File: config.mk
export PLATFORM = sky130hd
export DESIGN_NAME = pacp_port
export DESIGN_NICKNAME = d
export VERILOG_FILES = /design/src/pacp_pkg.sv /design/src/pacp_delay.sv /design/src/pacp_port.sv
export VERILOG_INCLUDE_DIRS = /design/src
export SDC_FILE = /design/constraint.sdc
export NUM_CORES = 1
export LEC_CHECK = 0
export BUFFER_PORTS_ARGS = -buffer_cell sky130_fd_sc_hd__buf_2
export CAP_MARGIN = 0
export CELL_PAD_IN_SITES_DETAIL_PLACEMENT = 1
export CELL_PAD_IN_SITES_GLOBAL_PLACEMENT = 2
export CORE_AREA = 2 2 89 91
export CTS_BUF_LIST = sky130_fd_sc_hd__clkbuf_8
export CTS_CLUSTER_DIAMETER = 30
export DETAILED_ROUTE_END_ITERATION = 10
export DIE_AREA = 0 0 91 93
export HOLD_SLACK_MARGIN = 0.02
export PLACE_DENSITY = 0.69
export SYNTH_ARGS = -nofsm -noshare
export SYNTH_HDL_FRONTEND = slang
export SYNTH_SLANG_ARGS = --single-unit
export TNS_END_PERCENT = 5
File: constraint.sdc
create_clock -name clk -period 2.04 [get_ports clk]
set_input_delay 0.408 -clock clk [delete_from_list [all_inputs] [get_ports clk]]
set_output_delay 0.408 -clock clk [all_outputs]
set_load 0.01 [all_outputs]
File: src/pacp_cfg.svh
// timing constants and counts for the parallel async configuration port
`ifndef PACP_CFG_SVH
`define PACP_CFG_SVH

`define PACP_CLK_PERIOD_NS 25
`define PACP_T_CF2ST0_NS 800
`define PACP_T_CF2CD_NS 800
`define PACP_T_CF2ST1_US 40
`define PACP_T_STATUS_MIN_US 10
`define PACP_T_STATUS_MAX_US 40
`define PACP_T_WS2B_NS 20
`define PACP_T_BUSY_MIN_NS 7
`define PACP_T_BUSY_MAX_NS 45
`define PACP_T_RSD7_NS 20
`define PACP_T_CD2UM_MIN_US 6
`define PACP_T_CD2UM_MAX_US 20
`define PACP_USER_CLK_PERIODS 136
`define PACP_POR_CYCLES 64

`define PACP_MIN_CYC(ns) ((((ns) + `PACP_CLK_PERIOD_NS - 1) / `PACP_CLK_PERIOD_NS) < 1 ? 1 : \
  (((ns) + `PACP_CLK_PERIOD_NS - 1) / `PACP_CLK_PERIOD_NS))
`define PACP_MAX_CYC(ns) (((ns) / `PACP_CLK_PERIOD_NS) < 1 ? 1 : ((ns) / `PACP_CLK_PERIOD_NS))

`define PACP_CF2ST0_CYC `PACP_MAX_CYC(`PACP_T_CF2ST0_NS)
`define PACP_CF2CD_CYC `PACP_MAX_CYC(`PACP_T_CF2CD_NS)
`define PACP_CF2ST1_CYC `PACP_MAX_CYC(`PACP_T_CF2ST1_US * 1000)
`define PACP_STATUS_MIN_CYC `PACP_MIN_CYC(`PACP_T_STATUS_MIN_US * 1000)
`define PACP_STATUS_MAX_CYC `PACP_MAX_CYC(`PACP_T_STATUS_MAX_US * 1000)
`define PACP_BUSY_MIN_CYC `PACP_MIN_CYC(`PACP_T_BUSY_MIN_NS)
`define PACP_BUSY_MAX_CYC `PACP_MAX_CYC(`PACP_T_BUSY_MAX_NS)
`define PACP_CD2UM_MIN_CYC `PACP_MIN_CYC(`PACP_T_CD2UM_MIN_US * 1000)
`define PACP_CD2UM_MAX_CYC `PACP_MAX_CYC(`PACP_T_CD2UM_MAX_US * 1000)

`endif

File: src/pacp_pkg.sv
// types shared by the parallel async configuration port
package pacp_pkg;

  typedef enum logic [7:0] {
    PACP_POR   = 8'h01,
    PACP_RESET = 8'h02,
    PACP_STAT  = 8'h04,
    PACP_LOAD  = 8'h08,
    PACP_ERR   = 8'h10,
    PACP_DONE  = 8'h20,
    PACP_START = 8'h40,
    PACP_USER  = 8'h80
  } pacp_state_t;

  typedef struct packed {
    logic valid;
    logic [7:0] data;
  } pacp_byte_t;

  typedef struct packed {
    logic restartN;
    logic statusIn;
    logic confDoneIn;
    logic selectLowActive;
    logic selectHigh;
    logic writeStrobeN;
    logic statusReadStrobeN;
    logic [7:0] data;
  } pacp_pins_t;

endpackage

File: src/pacp_delay.sv
// down counter that times one interval, stepping on an enable
`timescale 1ns/1ps
`include "pacp_cfg.svh"
module pacp_delay
  import pacp_pkg::*;
(
  // clock and reset
  input wire logic clk,
  input wire logic sys_rst,
  // control
  input wire logic start,
  input wire logic [11:0] load,
  input wire logic step,
  // status
  output logic running
);

  logic [11:0] cnt_q;
  logic [11:0] cnt_d;
  logic run_q;
  logic run_d;
  wire lastStep = run_q && step && (cnt_q == 12'h001);

  assign cnt_d = start ? load : ((run_q && step) ? cnt_q - 12'h001 : cnt_q);
  assign run_d = start ? 1'b1 : (lastStep ? 1'b0 : run_q);
  assign running = run_q;

  // runs from reset so the power-on delay needs no start pulse
  always_ff @(posedge clk or posedge sys_rst)
  begin
    if (sys_rst)
    begin
      cnt_q <= 12'(`PACP_POR_CYCLES);
      run_q <= 1'b1;
    end
    else
    begin
      cnt_q <= cnt_d;
      run_q <= run_d;
    end
  end

endmodule

File: src/pacp_port.sv
// device side of the parallel async configuration port: reset, handshake, byte capture, start-up
// Operation
// - error status line goes low within 800 ns of restart falling
// - complete line goes low within 800 ns of restart falling
// - error status released within 40 us of restart rising unless stretched
// - own error status low pulse lasts 10 to 40 us
// - ready/busy falls within 20 ns of each write strobe rising edge; the code drops it only for edges while selected in the load state
// - ready/busy stays low 7 to 45 ns per accepted byte
// - ready/busy valid on top data bit within 20 ns of read strobe falling
// - top data bit is input for bytes, device output for status reads
// - user mode 6 to 20 us after complete, or 136 user clocks
// - error status held low through the power-on delay
// - complete line low from power-up until configuration finishes
// - after configuration the port pins stop serving configuration
// - one byte captured per write strobe rising edge while selected
// - error shown by driving error status low; host then restarts
`timescale 1ns/1ps
`include "pacp_cfg.svh"
module pacp_port
  import pacp_pkg::*;
(
  // clock and reset
  input wire logic clk,
  input wire logic sys_rst,
  // configuration pins, sampled on clk
  input wire pacp_pins_t pins,
  // open-drain error status line, drives low while enabled
  output logic statusOut,
  output logic statusOe,
  // open-drain complete line, drives low while enabled
  output logic configCompleteOut,
  output logic configCompleteOe,
  // ready/busy pin, low while busy
  output logic readyBusyN,
  output logic readyBusyOe,
  // top data bit when read back
  output logic topDataBitOut,
  output logic topDataBitOe,
  // configuration core side
  output pacp_byte_t cfgByte,
  input wire logic coreError,
  input wire logic coreLastByte,
  // start-up clocking
  input wire logic useUserClock,
  input wire logic userStartupClock,
  // mode
  output logic userMode
);

  localparam int STATUS_MIN_CYC = `PACP_STATUS_MIN_CYC;
  localparam int STATUS_MAX_CYC = `PACP_STATUS_MAX_CYC;
  localparam int CF2ST1_CYC = `PACP_CF2ST1_CYC;
  localparam int CF2ST0_CYC = `PACP_CF2ST0_CYC;
  localparam int CF2CD_CYC = `PACP_CF2CD_CYC;
  localparam int CD2UM_MIN_CYC = `PACP_CD2UM_MIN_CYC;
  localparam int CD2UM_MAX_CYC = `PACP_CD2UM_MAX_CYC;
  localparam int BUSY_MIN_CYC = `PACP_BUSY_MIN_CYC;
  localparam int BUSY_MAX_CYC = `PACP_BUSY_MAX_CYC;

  function automatic logic drivesStatus(input pacp_state_t s);
    drivesStatus = (s == PACP_POR) || (s == PACP_RESET) || (s == PACP_STAT) || (s == PACP_ERR);
  endfunction

  function automatic logic drivesComplete(input pacp_state_t s);
    drivesComplete = (s != PACP_DONE) && (s != PACP_START) && (s != PACP_USER);
  endfunction

  pacp_state_t state_q;
  pacp_state_t state_d;
  logic wsPrev_q;
  logic ucPrev_q;
  logic [7:0] dataPrev_q;
  logic statusOe_q;
  logic completeOe_q;
  pacp_byte_t cfgByte_q;
  pacp_byte_t cfgByte_d;
  logic timerStart;
  logic [11:0] timerLoad;
  logic timerStep;
  logic timerRunning;

  // decoding of the sampled pins
  wire selected = !pins.selectLowActive && pins.selectHigh;
  wire wsRise = pins.writeStrobeN && !wsPrev_q;
  wire ucRise = userStartupClock && !ucPrev_q;
  wire loading = (state_q == PACP_LOAD);
  wire byteTaken = loading && selected && wsRise;
  wire startupLoad = (state_q == PACP_DONE) && pins.confDoneIn;
  wire statLoad = (state_q == PACP_RESET) && pins.restartN;
  // own drive ends
  // drop the pull once the low time is over, else the wire can never be seen high and a stretch is unseen
  wire ownStatusOver = (state_d == PACP_STAT) && !timerRunning && !timerStart;

  // restart low pulls every state except power-on back to reset
  // restart forces reset
  always_comb
  begin
    state_d = state_q;
    case (state_q)
      PACP_POR:
        if (!timerRunning)
          state_d = PACP_RESET;
      PACP_RESET:
        if (pins.restartN)
          state_d = PACP_STAT;
      PACP_STAT:
        if (!timerRunning && pins.statusIn)
          state_d = PACP_LOAD;
      PACP_LOAD:
        if (coreError)
          state_d = PACP_ERR;
        else if (coreLastByte)
          state_d = PACP_DONE;
      PACP_ERR:
        state_d = PACP_ERR;
      PACP_DONE:
        if (pins.confDoneIn)
          state_d = PACP_START;
      PACP_START:
        if (!timerRunning)
          state_d = PACP_USER;
      PACP_USER:
        state_d = PACP_USER;
      default:
        state_d = PACP_RESET;
    endcase
    if (!pins.restartN && (state_q != PACP_POR))
      state_d = PACP_RESET;
  end

  // one timer serves power-on, error status low time and start-up delay
  // status low and start-up timing
  assign timerStart = statLoad || startupLoad;
  assign timerLoad = statLoad ? 12'(STATUS_MIN_CYC) :
    (useUserClock ? 12'(`PACP_USER_CLK_PERIODS) : 12'(CD2UM_MIN_CYC));
  assign timerStep = ((state_q == PACP_START) && useUserClock) ? ucRise : 1'b1;

  pacp_delay i_pacp_delay (
    .clk(clk),
    .sys_rst(sys_rst),
    .start(timerStart),
    .load(timerLoad),
    .step(timerStep),
    .running(timerRunning)
  );

  // byte capture on write rise
  // data was sampled the cycle before the edge, since hold after it is zero
  assign cfgByte_d = '{valid: byteTaken, data: byteTaken ? dataPrev_q : cfgByte_q.data};

  always_ff @(posedge clk or posedge sys_rst)
  begin
    if (sys_rst)
    begin
      state_q <= PACP_POR;
      wsPrev_q <= 1'b1;
      ucPrev_q <= 1'b0;
      dataPrev_q <= 8'h00;
      statusOe_q <= 1'b1;
      completeOe_q <= 1'b1;
      cfgByte_q <= '0;
    end
    else
    begin
      state_q <= state_d;
      wsPrev_q <= pins.writeStrobeN;
      ucPrev_q <= userStartupClock;
      dataPrev_q <= pins.data;
      statusOe_q <= drivesStatus(state_d) && !ownStatusOver;
      completeOe_q <= drivesComplete(state_d);
      cfgByte_q <= cfgByte_d;
    end
  end

  assign statusOut = 1'b0;
  assign statusOe = statusOe_q;
  assign configCompleteOut = 1'b0;
  assign configCompleteOe = completeOe_q;

  // busy in the edge cycle
  // busy lasts exactly the detect cycle, one clock sits inside the allowed window
  assign readyBusyN = !byteTaken;
  assign readyBusyOe = loading;
  // top bit turns around on read
  assign topDataBitOe = loading && !pins.statusReadStrobeN;
  assign topDataBitOut = readyBusyN;
  assign cfgByte = cfgByte_q;
  assign userMode = (state_q == PACP_USER);

  // helper counters for the interval checks
  logic [11:0] lowCnt_q;
  logic [11:0] startCnt_q;
  always_ff @(posedge clk or posedge sys_rst)
  begin
    if (sys_rst)
      lowCnt_q <= 12'h000;
    else if ((state_q == PACP_STAT) && (lowCnt_q != 12'hfff))
      lowCnt_q <= lowCnt_q + 12'h001;
    else if (state_q != PACP_STAT)
      lowCnt_q <= 12'h000;
  end
  always_ff @(posedge clk or posedge sys_rst)
  begin
    if (sys_rst)
      startCnt_q <= 12'h000;
    else if ((state_q == PACP_START) && (startCnt_q != 12'hfff))
      startCnt_q <= startCnt_q + 12'h001;
    else if (state_q != PACP_START)
      startCnt_q <= 12'h000;
  end
endmodule

==> results of run 1 <==
-- layout make-up --
type	count	share of cell area
Inverter	10	0.0142
Sequential cell	42	0.377
Tap cell	102	0.0452
Clock buffer	5	0.0244
Timing Repair Buffer	69	0.155
Multi-Input combinational cell	147	0.376
Clock inverter	3	0.00753
-- state kept, by name (all words and copies together) (netlist names) --
name                  flops
cfgByte                   9
configCompleteOe          1
dataPrev_q                8
i_pacp_delay.cnt_q       12
i_pacp_delay.running      1
state_q                   8
statusOe                  1
ucPrev_q                  1
wsPrev_q                  1
-- cells in the final DEF, fill, tap and decap left out, types with 4 or more instances in the layout --
cell type  Yosys  final
dfrtp_2        0      6
mux2_2         8      8
nor2_1        24     24
o21ai_0        4      4
a21oi_1        8      8
clkbuf_8       0      5
inv_1          8      7
nand3_1       15     15
nand2_1       13     12
buf_2          4     35
xor2_1         4      4
buf_4          4     32
dfstp_2        6      6
a31oi_1        6      6
dfrtp_1       36     30
-- power by group --
| group | internal [mW] | switching (mW) |
|---|---|---|
| Sequential | 0.935 | 0.129 |
| Combinational | 0.297 | 0.310 |
| Clock | 0.241 | 0.310 |
| Total | 1.47 | 0.749 |
-- worst max-delay path: stages (launching register included) --
cell,delay [ns]
dfrtp_2,0.48
nor4_4,0.36
buf_4,0.19
nand2_4,0.06
nor2_1,0.09
buf_2,0.13
-- per-stage QoR --
step | cells | TNS [ns]
finish | 378 | 0
global route | 378 | -0.279
CTS | 374 | 0
detailed placement | 363 | -0.0568
global placement | 363 | -0.0274
floorplan | 214 | 0
-- kinds of logic after synthesis --
family | synth area share
AOI/OAI and AO/OA | 0.142
xor gates and xnor gates | 0.0280
adders and majority gates | 0.0114
buffers and inverters | 0.0658
DFF | 0.484
muxes | 0.0412
other | 0.00171
and+or+nand+nor | 0.226
-- what timing repair did --
action | 4_1_cts | 5_1_grt
setup buffers | 3 | 4
pin swaps | 1 | 6
endpoints found under the setup margin | 11 | 20
endpoints found under the hold margin | 0 | 0
resized for setup | 8 | 17
-- metal layers --
layer	track usage	vias to the layer above	part of all wire
li1	-	887	-
met1	0.199	902	0.49
met2	0.215	40	0.47
met3	0.0250	2	0.036
met4	0.0265	0	0.0053
met5	0	-	0
-- worst max-delay path by stage --
stage	start	end	cells after the start	slack (ns)
global placement	state_q[7]$_DFF_PP0_	state_q[2]$_DFF_PP0_	7	-0.02
global route	state_q[4]$_DFF_PP0_	readyBusyN	5	-0.07
CTS	state_q[2]$_DFF_PP0_	topDataBitOut	6	0.001
finish	state_q[4]$_DFF_PP0_	userMode	5	0.02
detailed placement	state_q[7]$_DFF_PP0_	state_q[3]$_DFF_PP0_	7	-0.03
floorplan	state_q[0]$_DFF_PP1_	topDataBitOut	6	0.12
==> results.toml, run 1 <==
[status]
status = "finished, final reports clean"

[synthesis]
synth_area_leaders = "dfrtp_1 41%, dfstp_2 7.2%, mux2_2 4.1%"
synth_edf_count = 0
synth.avg_cell_area_sq_um = 10.3
synth_ff_type = "dfrtp_1"
yosysUniqueCellTypes = 53
yosysMostFrequentCell = "dfrtp_1"
synth_top_area_frac = 0.412
synth_common_cells = "36 x dfrtp_1, 24 x nor2_1, 15 x nand3_1"
yosysWarnings = 0
synth_area_sq_um = 2190
ys_seq_area_frac = 0.484
ys_seq_elements = 42
async_flop_share = 1.00
synth.largest_area_cell = "dfrtp_1"
syn-instance-count = 213

[grt]
first_global_vias = 1824
grt_pass1_wl_mm = 9.36
gr-total-overflow = 0
grt_antenna_before_repair = 0
grt_usage = 0.137
grt_max_degree = 43

[critical_path]
startpoint_type = "flop"
critical_path_required_ns = 1.63
critPathCaptureType = "primary output"
timing.rr.end = "statusOe$_DFF_PP1_"
worstRegToRegCells = 7
arrival_ns = 1.62
reg2reg_from = "state_q[6]$_DFF_PP0_"
critPathKind = "flop to primary output"
worstPathMaxFanout = 8
regToRegSetupSlack_ns = 0.11

[placed_design]
gp_congestion = 0.776
place_area_sq_um = 2590
place_ws_ns = -0.0323
portBuffers = 36
hpwl_mm = 4.17

[cells_and_area]
layout-drive-gt1-share = 0.435
antennaDiodeCount = 0
nFillCells = 884
final_util = 0.375
seq_area_sq_um = 1070
fin_nets = 298
area_growth_pct = 29.1
fin_area_sq_um = 2830
multi_input_area_sq_um = 1060

[timing]
worstMarginPinSlew_ns = 0.543
setup_ws_ns = 0.0154
rsz0062_at_grt = "yes"
slew_violations = 0
finClkSkew_ns = 0.0101
max_freq_mhz = 494
hold_viol = 0
finalHoldWorstSlack_ns = 0.222
min_period_over_period = 0.992
min_period_ns = 2.02
setup_violations = 0
max-slew-margin-rel = 0.638

[floorplan]
die_area_sq_um = 8460
rows = 32
die_width_um = 91
floorplan.initialDensity = 0.291
die_h_um = 93
design.core.area_sq_um = 7530
ioPinCount = 39

[routing]
drc = 0
drtIter0Drc = 80
num_vias = 1831
drt_wl_total_mm = 5.69
wl_per_cell_um = 15.0
ant_nets = 0
vias_per_cell = 4.84
firstDrtPassIters = 4

[clock_network]
holdBufCountCts = 0
htree_levels = 2
clock-sinks = 42
clockRootBuffer = "clkbuf_8"
cts_buffer_depth = 2
numCtsBuffers = 5
insertion_delay_ns = 0.29
clk_pin_slew_worst_paths_ns = 0.09
cts_tree = "built"

[worst_hold_path]
holdPathEnd = "wsPrev_q$_DFF_PP1_"
hp-start = "pins[9]"
hold_depth = 1
hp-class = "input pin to flop"

[pwr]
p_per_area_nw_per_um2 = 787
fin_total_pwr_mw = 2.22
leakage_nw = 1.30
vdd_drop_max_v = 0.000244

[flow_run]
drv_cap = 0
(Power assumes the default switching activity.)
==> run 2: changes to the inputs <==
CORE_AREA = 2 2 88 90   (was 2 2 89 91)
DIE_AREA = 0 0 90 92   (was 0 0 91 93)
PLACE_DENSITY = 0.68   (was 0.69)
SYNTH_HIERARCHICAL = 1   (was default)
==> results.toml, run 2 <==
[status]
status = "finished, final reports clean"

[routing]
drt_wl_total_mm = 4.93
firstDrtPassIters = 4
num_vias = 1620
wl_per_cell_um = 13.7
ant_nets = 0
vias_per_cell = 4.51
drtIter0Drc = 44
drc = 0

[timing]
worstMarginPinSlew_ns = 0.557
finClkSkew_ns = 0.00669
slew_violations = 0
min_period_ns = 1.96
setup_violations = 0
max-slew-margin-rel = 0.628
max_freq_mhz = 511
rsz0062_at_grt = "yes"
hold_viol = 0
min_period_over_period = 0.959
setup_ws_ns = 0.0839

[floorplan]
die_h_um = 92
rows = 32
ioPinCount = 39
floorplan.initialDensity = 0.287
design.core.area_sq_um = 7450
die_width_um = 90
die_area_sq_um = 8280

[clock_network]
cts_buffer_depth = 2
insertion_delay_ns = 0.30
htree_levels = 2
clock-sinks = 42
clockRootBuffer = "clkbuf_8"
clk_pin_slew_worst_paths_ns = 0.09
numCtsBuffers = 5
holdBufCountCts = 0
cts_tree = "built"

[synthesis]
yosysMostFrequentCell = "dfrtp_1"
synth_ff_type = "dfrtp_1"
synth_top_area_frac = 0.421
synth.avg_cell_area_sq_um = 10.9
yosysWarnings = 6
synth_area_sq_um = 2140
synth_area_leaders = "dfrtp_1 42%, dfstp_2 7.4%, xnor2_1 4.5%"
synth_edf_count = 0
ys_seq_area_frac = 0.495
ys_seq_elements = 42
yosysUniqueCellTypes = 55
synth_common_cells = "36 x dfrtp_1, 19 x nor2_1, 17 x nand2_1"
async_flop_share = 1.00
syn-instance-count = 197
synth.largest_area_cell = "dfrtp_1"

[cells_and_area]
largest_reg_flops = 12
nFillCells = 859
fin_nets = 279
regMostFlops = "i_pacp_delay/cnt_q"
fin_area_sq_um = 2670
final_cell_mix = "36 x buf_2, 31 x dfrtp_1, 18 x nor2_1, 17 x buf_4, 16 x nand2_1"
antennaDiodeCount = 0
instances_no_fill = 359
area_growth_pct = 24.7
layout_commonest_cell = "buf_2"
layout-drive-gt1-share = 0.405

[critical_path]
worstPathMaxFanout = 2
regToRegSetupSlack_ns = 0.11
timing.rr.end = "statusOe$_DFF_PP1_"
crit_buf_inv = 2
worstRegToRegCells = 7
crit_slowest_cell = "dfrtp_2"
path_cells = "nor4_4 -> nand2_1 -> buf_4 -> nor2_2 -> buf_2"
critPathCaptureType = "primary output"
cp_top_family = "simple AND/OR/NAND/NOR gates"
startpoint_type = "flop"
critPathKind = "flop to primary output"
max_stage_delay_ns = 0.43
arrival_ns = 1.55
reg2reg_from = "state_q[0]$_DFF_PP1_"
critical_path_required_ns = 1.63

[pwr]
leakage_nw = 1.23
combPwrFrac = 0.256
switching_share = 0.336
seqPwrFrac = 0.487
p_int_mw = 1.49
fin_total_pwr_mw = 2.25
switchingPower_mw = 0.757
p_clk_frac = 0.256
vdd_drop_max_v = 0.000306
p_per_area_nw_per_um2 = 843

[placed_design]
portBuffers = 36
place_area_sq_um = 2490
place_ws_ns = 0.0170
place_inst = 345
gp_congestion = 0.748
hpwl_mm = 3.74

[worst_hold_path]
hp-class = "input pin to asynchronous set/reset pin"

[flow_run]
drv_cap = 0

[grt]
gr-total-overflow = 0
grt_antenna_before_repair = 0
first_global_vias = 1686
grt_pass1_wl_mm = 8.33
grt_max_degree = 30
grt_usage = 0.128
[run 2: cell count changes after synthesis, moves of 5 or more]
cell and delta:
xnor2_1 +8, nand3_1 -11, o21ai_1 +5, o21ai_0 +5
a31oi_1 -5, nor2_1 -5, a21oi_1 -5
[run 2: routing by layer]
metal  track usage  vias up  routed length [um]
met5             0        -                   0
met4        0.0551        0                 105
met3        0.0337        7                 181
met2         0.215       23                2470
met1         0.156      795                2180
li1              -      795                   -
[run 2: worst max-delay path by stage]
stage,to,start,cells past startpoint
final,userMode,state_q[4]$_DFF_PP0_,5
after CTS,userMode,state_q[4]$_DFF_PP0_,5
after global placement,i_pacp_delay/cnt_q[6]$_DFFE_PP1P_,state_q[5]$_DFF_PP0_,7
after global routing,userMode,state_q[4]$_DFF_PP0_,5
after floorplan,i_pacp_delay/cnt_q[8]$_DFFE_PP0P_,state_q[4]$_DFF_PP0_,7
after detailed placement,i_pacp_delay/cnt_q[6]$_DFFE_PP1P_,state_q[4]$_DFF_PP0_,7
[run 2: final cells by class]
| cell class | instances | area, sq um | share of cell area |
|---|---|---|---|
| flip-flops and latches | 42 | 1060 | 0.399 |
| clock inverters | 3 | 23.8 | 0.00891 |
| clock buffers | 5 | 68.8 | 0.0258 |
| multi-input cells | 143 | 1030 | 0.385 |
| repair buffers | 54 | 319 | 0.120 |
| inverters | 10 | 37.5 | 0.0141 |
| well taps | 102 | 128 | 0.0478 |
[run 2: per-stage QoR]
| stage | hold slack (ns) | setup TNS [ns] | utilization |
|---|---|---|---|
| 3_5_place_dp | 0.466 | 0 | 0.334 |
| 5_1_grt | 0.191 | -0.0426 | 0.358 |
| 2_1_floorplan | 0.284 | 0 | - |
| 6_report | 0.149 | 0 | 0.358 |
| 3_3_place_gp | 0.458 | 0 | 0.334 |
| 4_1_cts | 0.163 | 0 | 0.353 |
[run 2: worst reg2reg max path, delay by kind of cell, from the launching register on]
| family | cells | cell delay, ns |
|---|---|---|
| buf+inv | 2 | 0.29 |
| simple gates | 4 | 0.60 |
| compound gates | 1 | 0.30 |
| flops | 1 | 0.67 |
[run 2: cell families (layout without fill, tap and decap cells)]
| logic type | after synthesis | in the layout | share of synthesized area |
|---|---|---|---|
| compound gates | 31 | 31 | 0.101 |
| xor+xnor | 11 | 11 | 0.0450 |
| fa+ha+maj | 2 | 2 | 0.0117 |
| buf+inv | 19 | 72 | 0.0538 |
| flops | 42 | 42 | 0.495 |
| mux | 8 | 8 | 0.0421 |
| other cells | 2 | 9 | 0.00351 |
| simple gates | 82 | 82 | 0.248 |
[run 2: power by group through the flow]
| stage | clock network [mW] | logic (mW) | registers [mW] |
|---|---|---|---|
| 4_1_cts | 0.597 | 0.558 | 1.09 |
| 6_report | 0.577 | 0.577 | 1.10 |
| 3_3_place_gp | 0 | 0.536 | 1.10 |
| 3_5_place_dp | 0 | 0.555 | 1.10 |
| 5_1_grt | 0.623 | 0.650 | 1.12 |
| 2_1_floorplan | 0 | 0.446 | 1.07 |
[run 2: what timing repair did]
item,4_1_cts,5_1_grt
endpoints found under the setup margin,4,15
buffers inserted,4,2
resized for setup,8,6
pin swaps,2,4
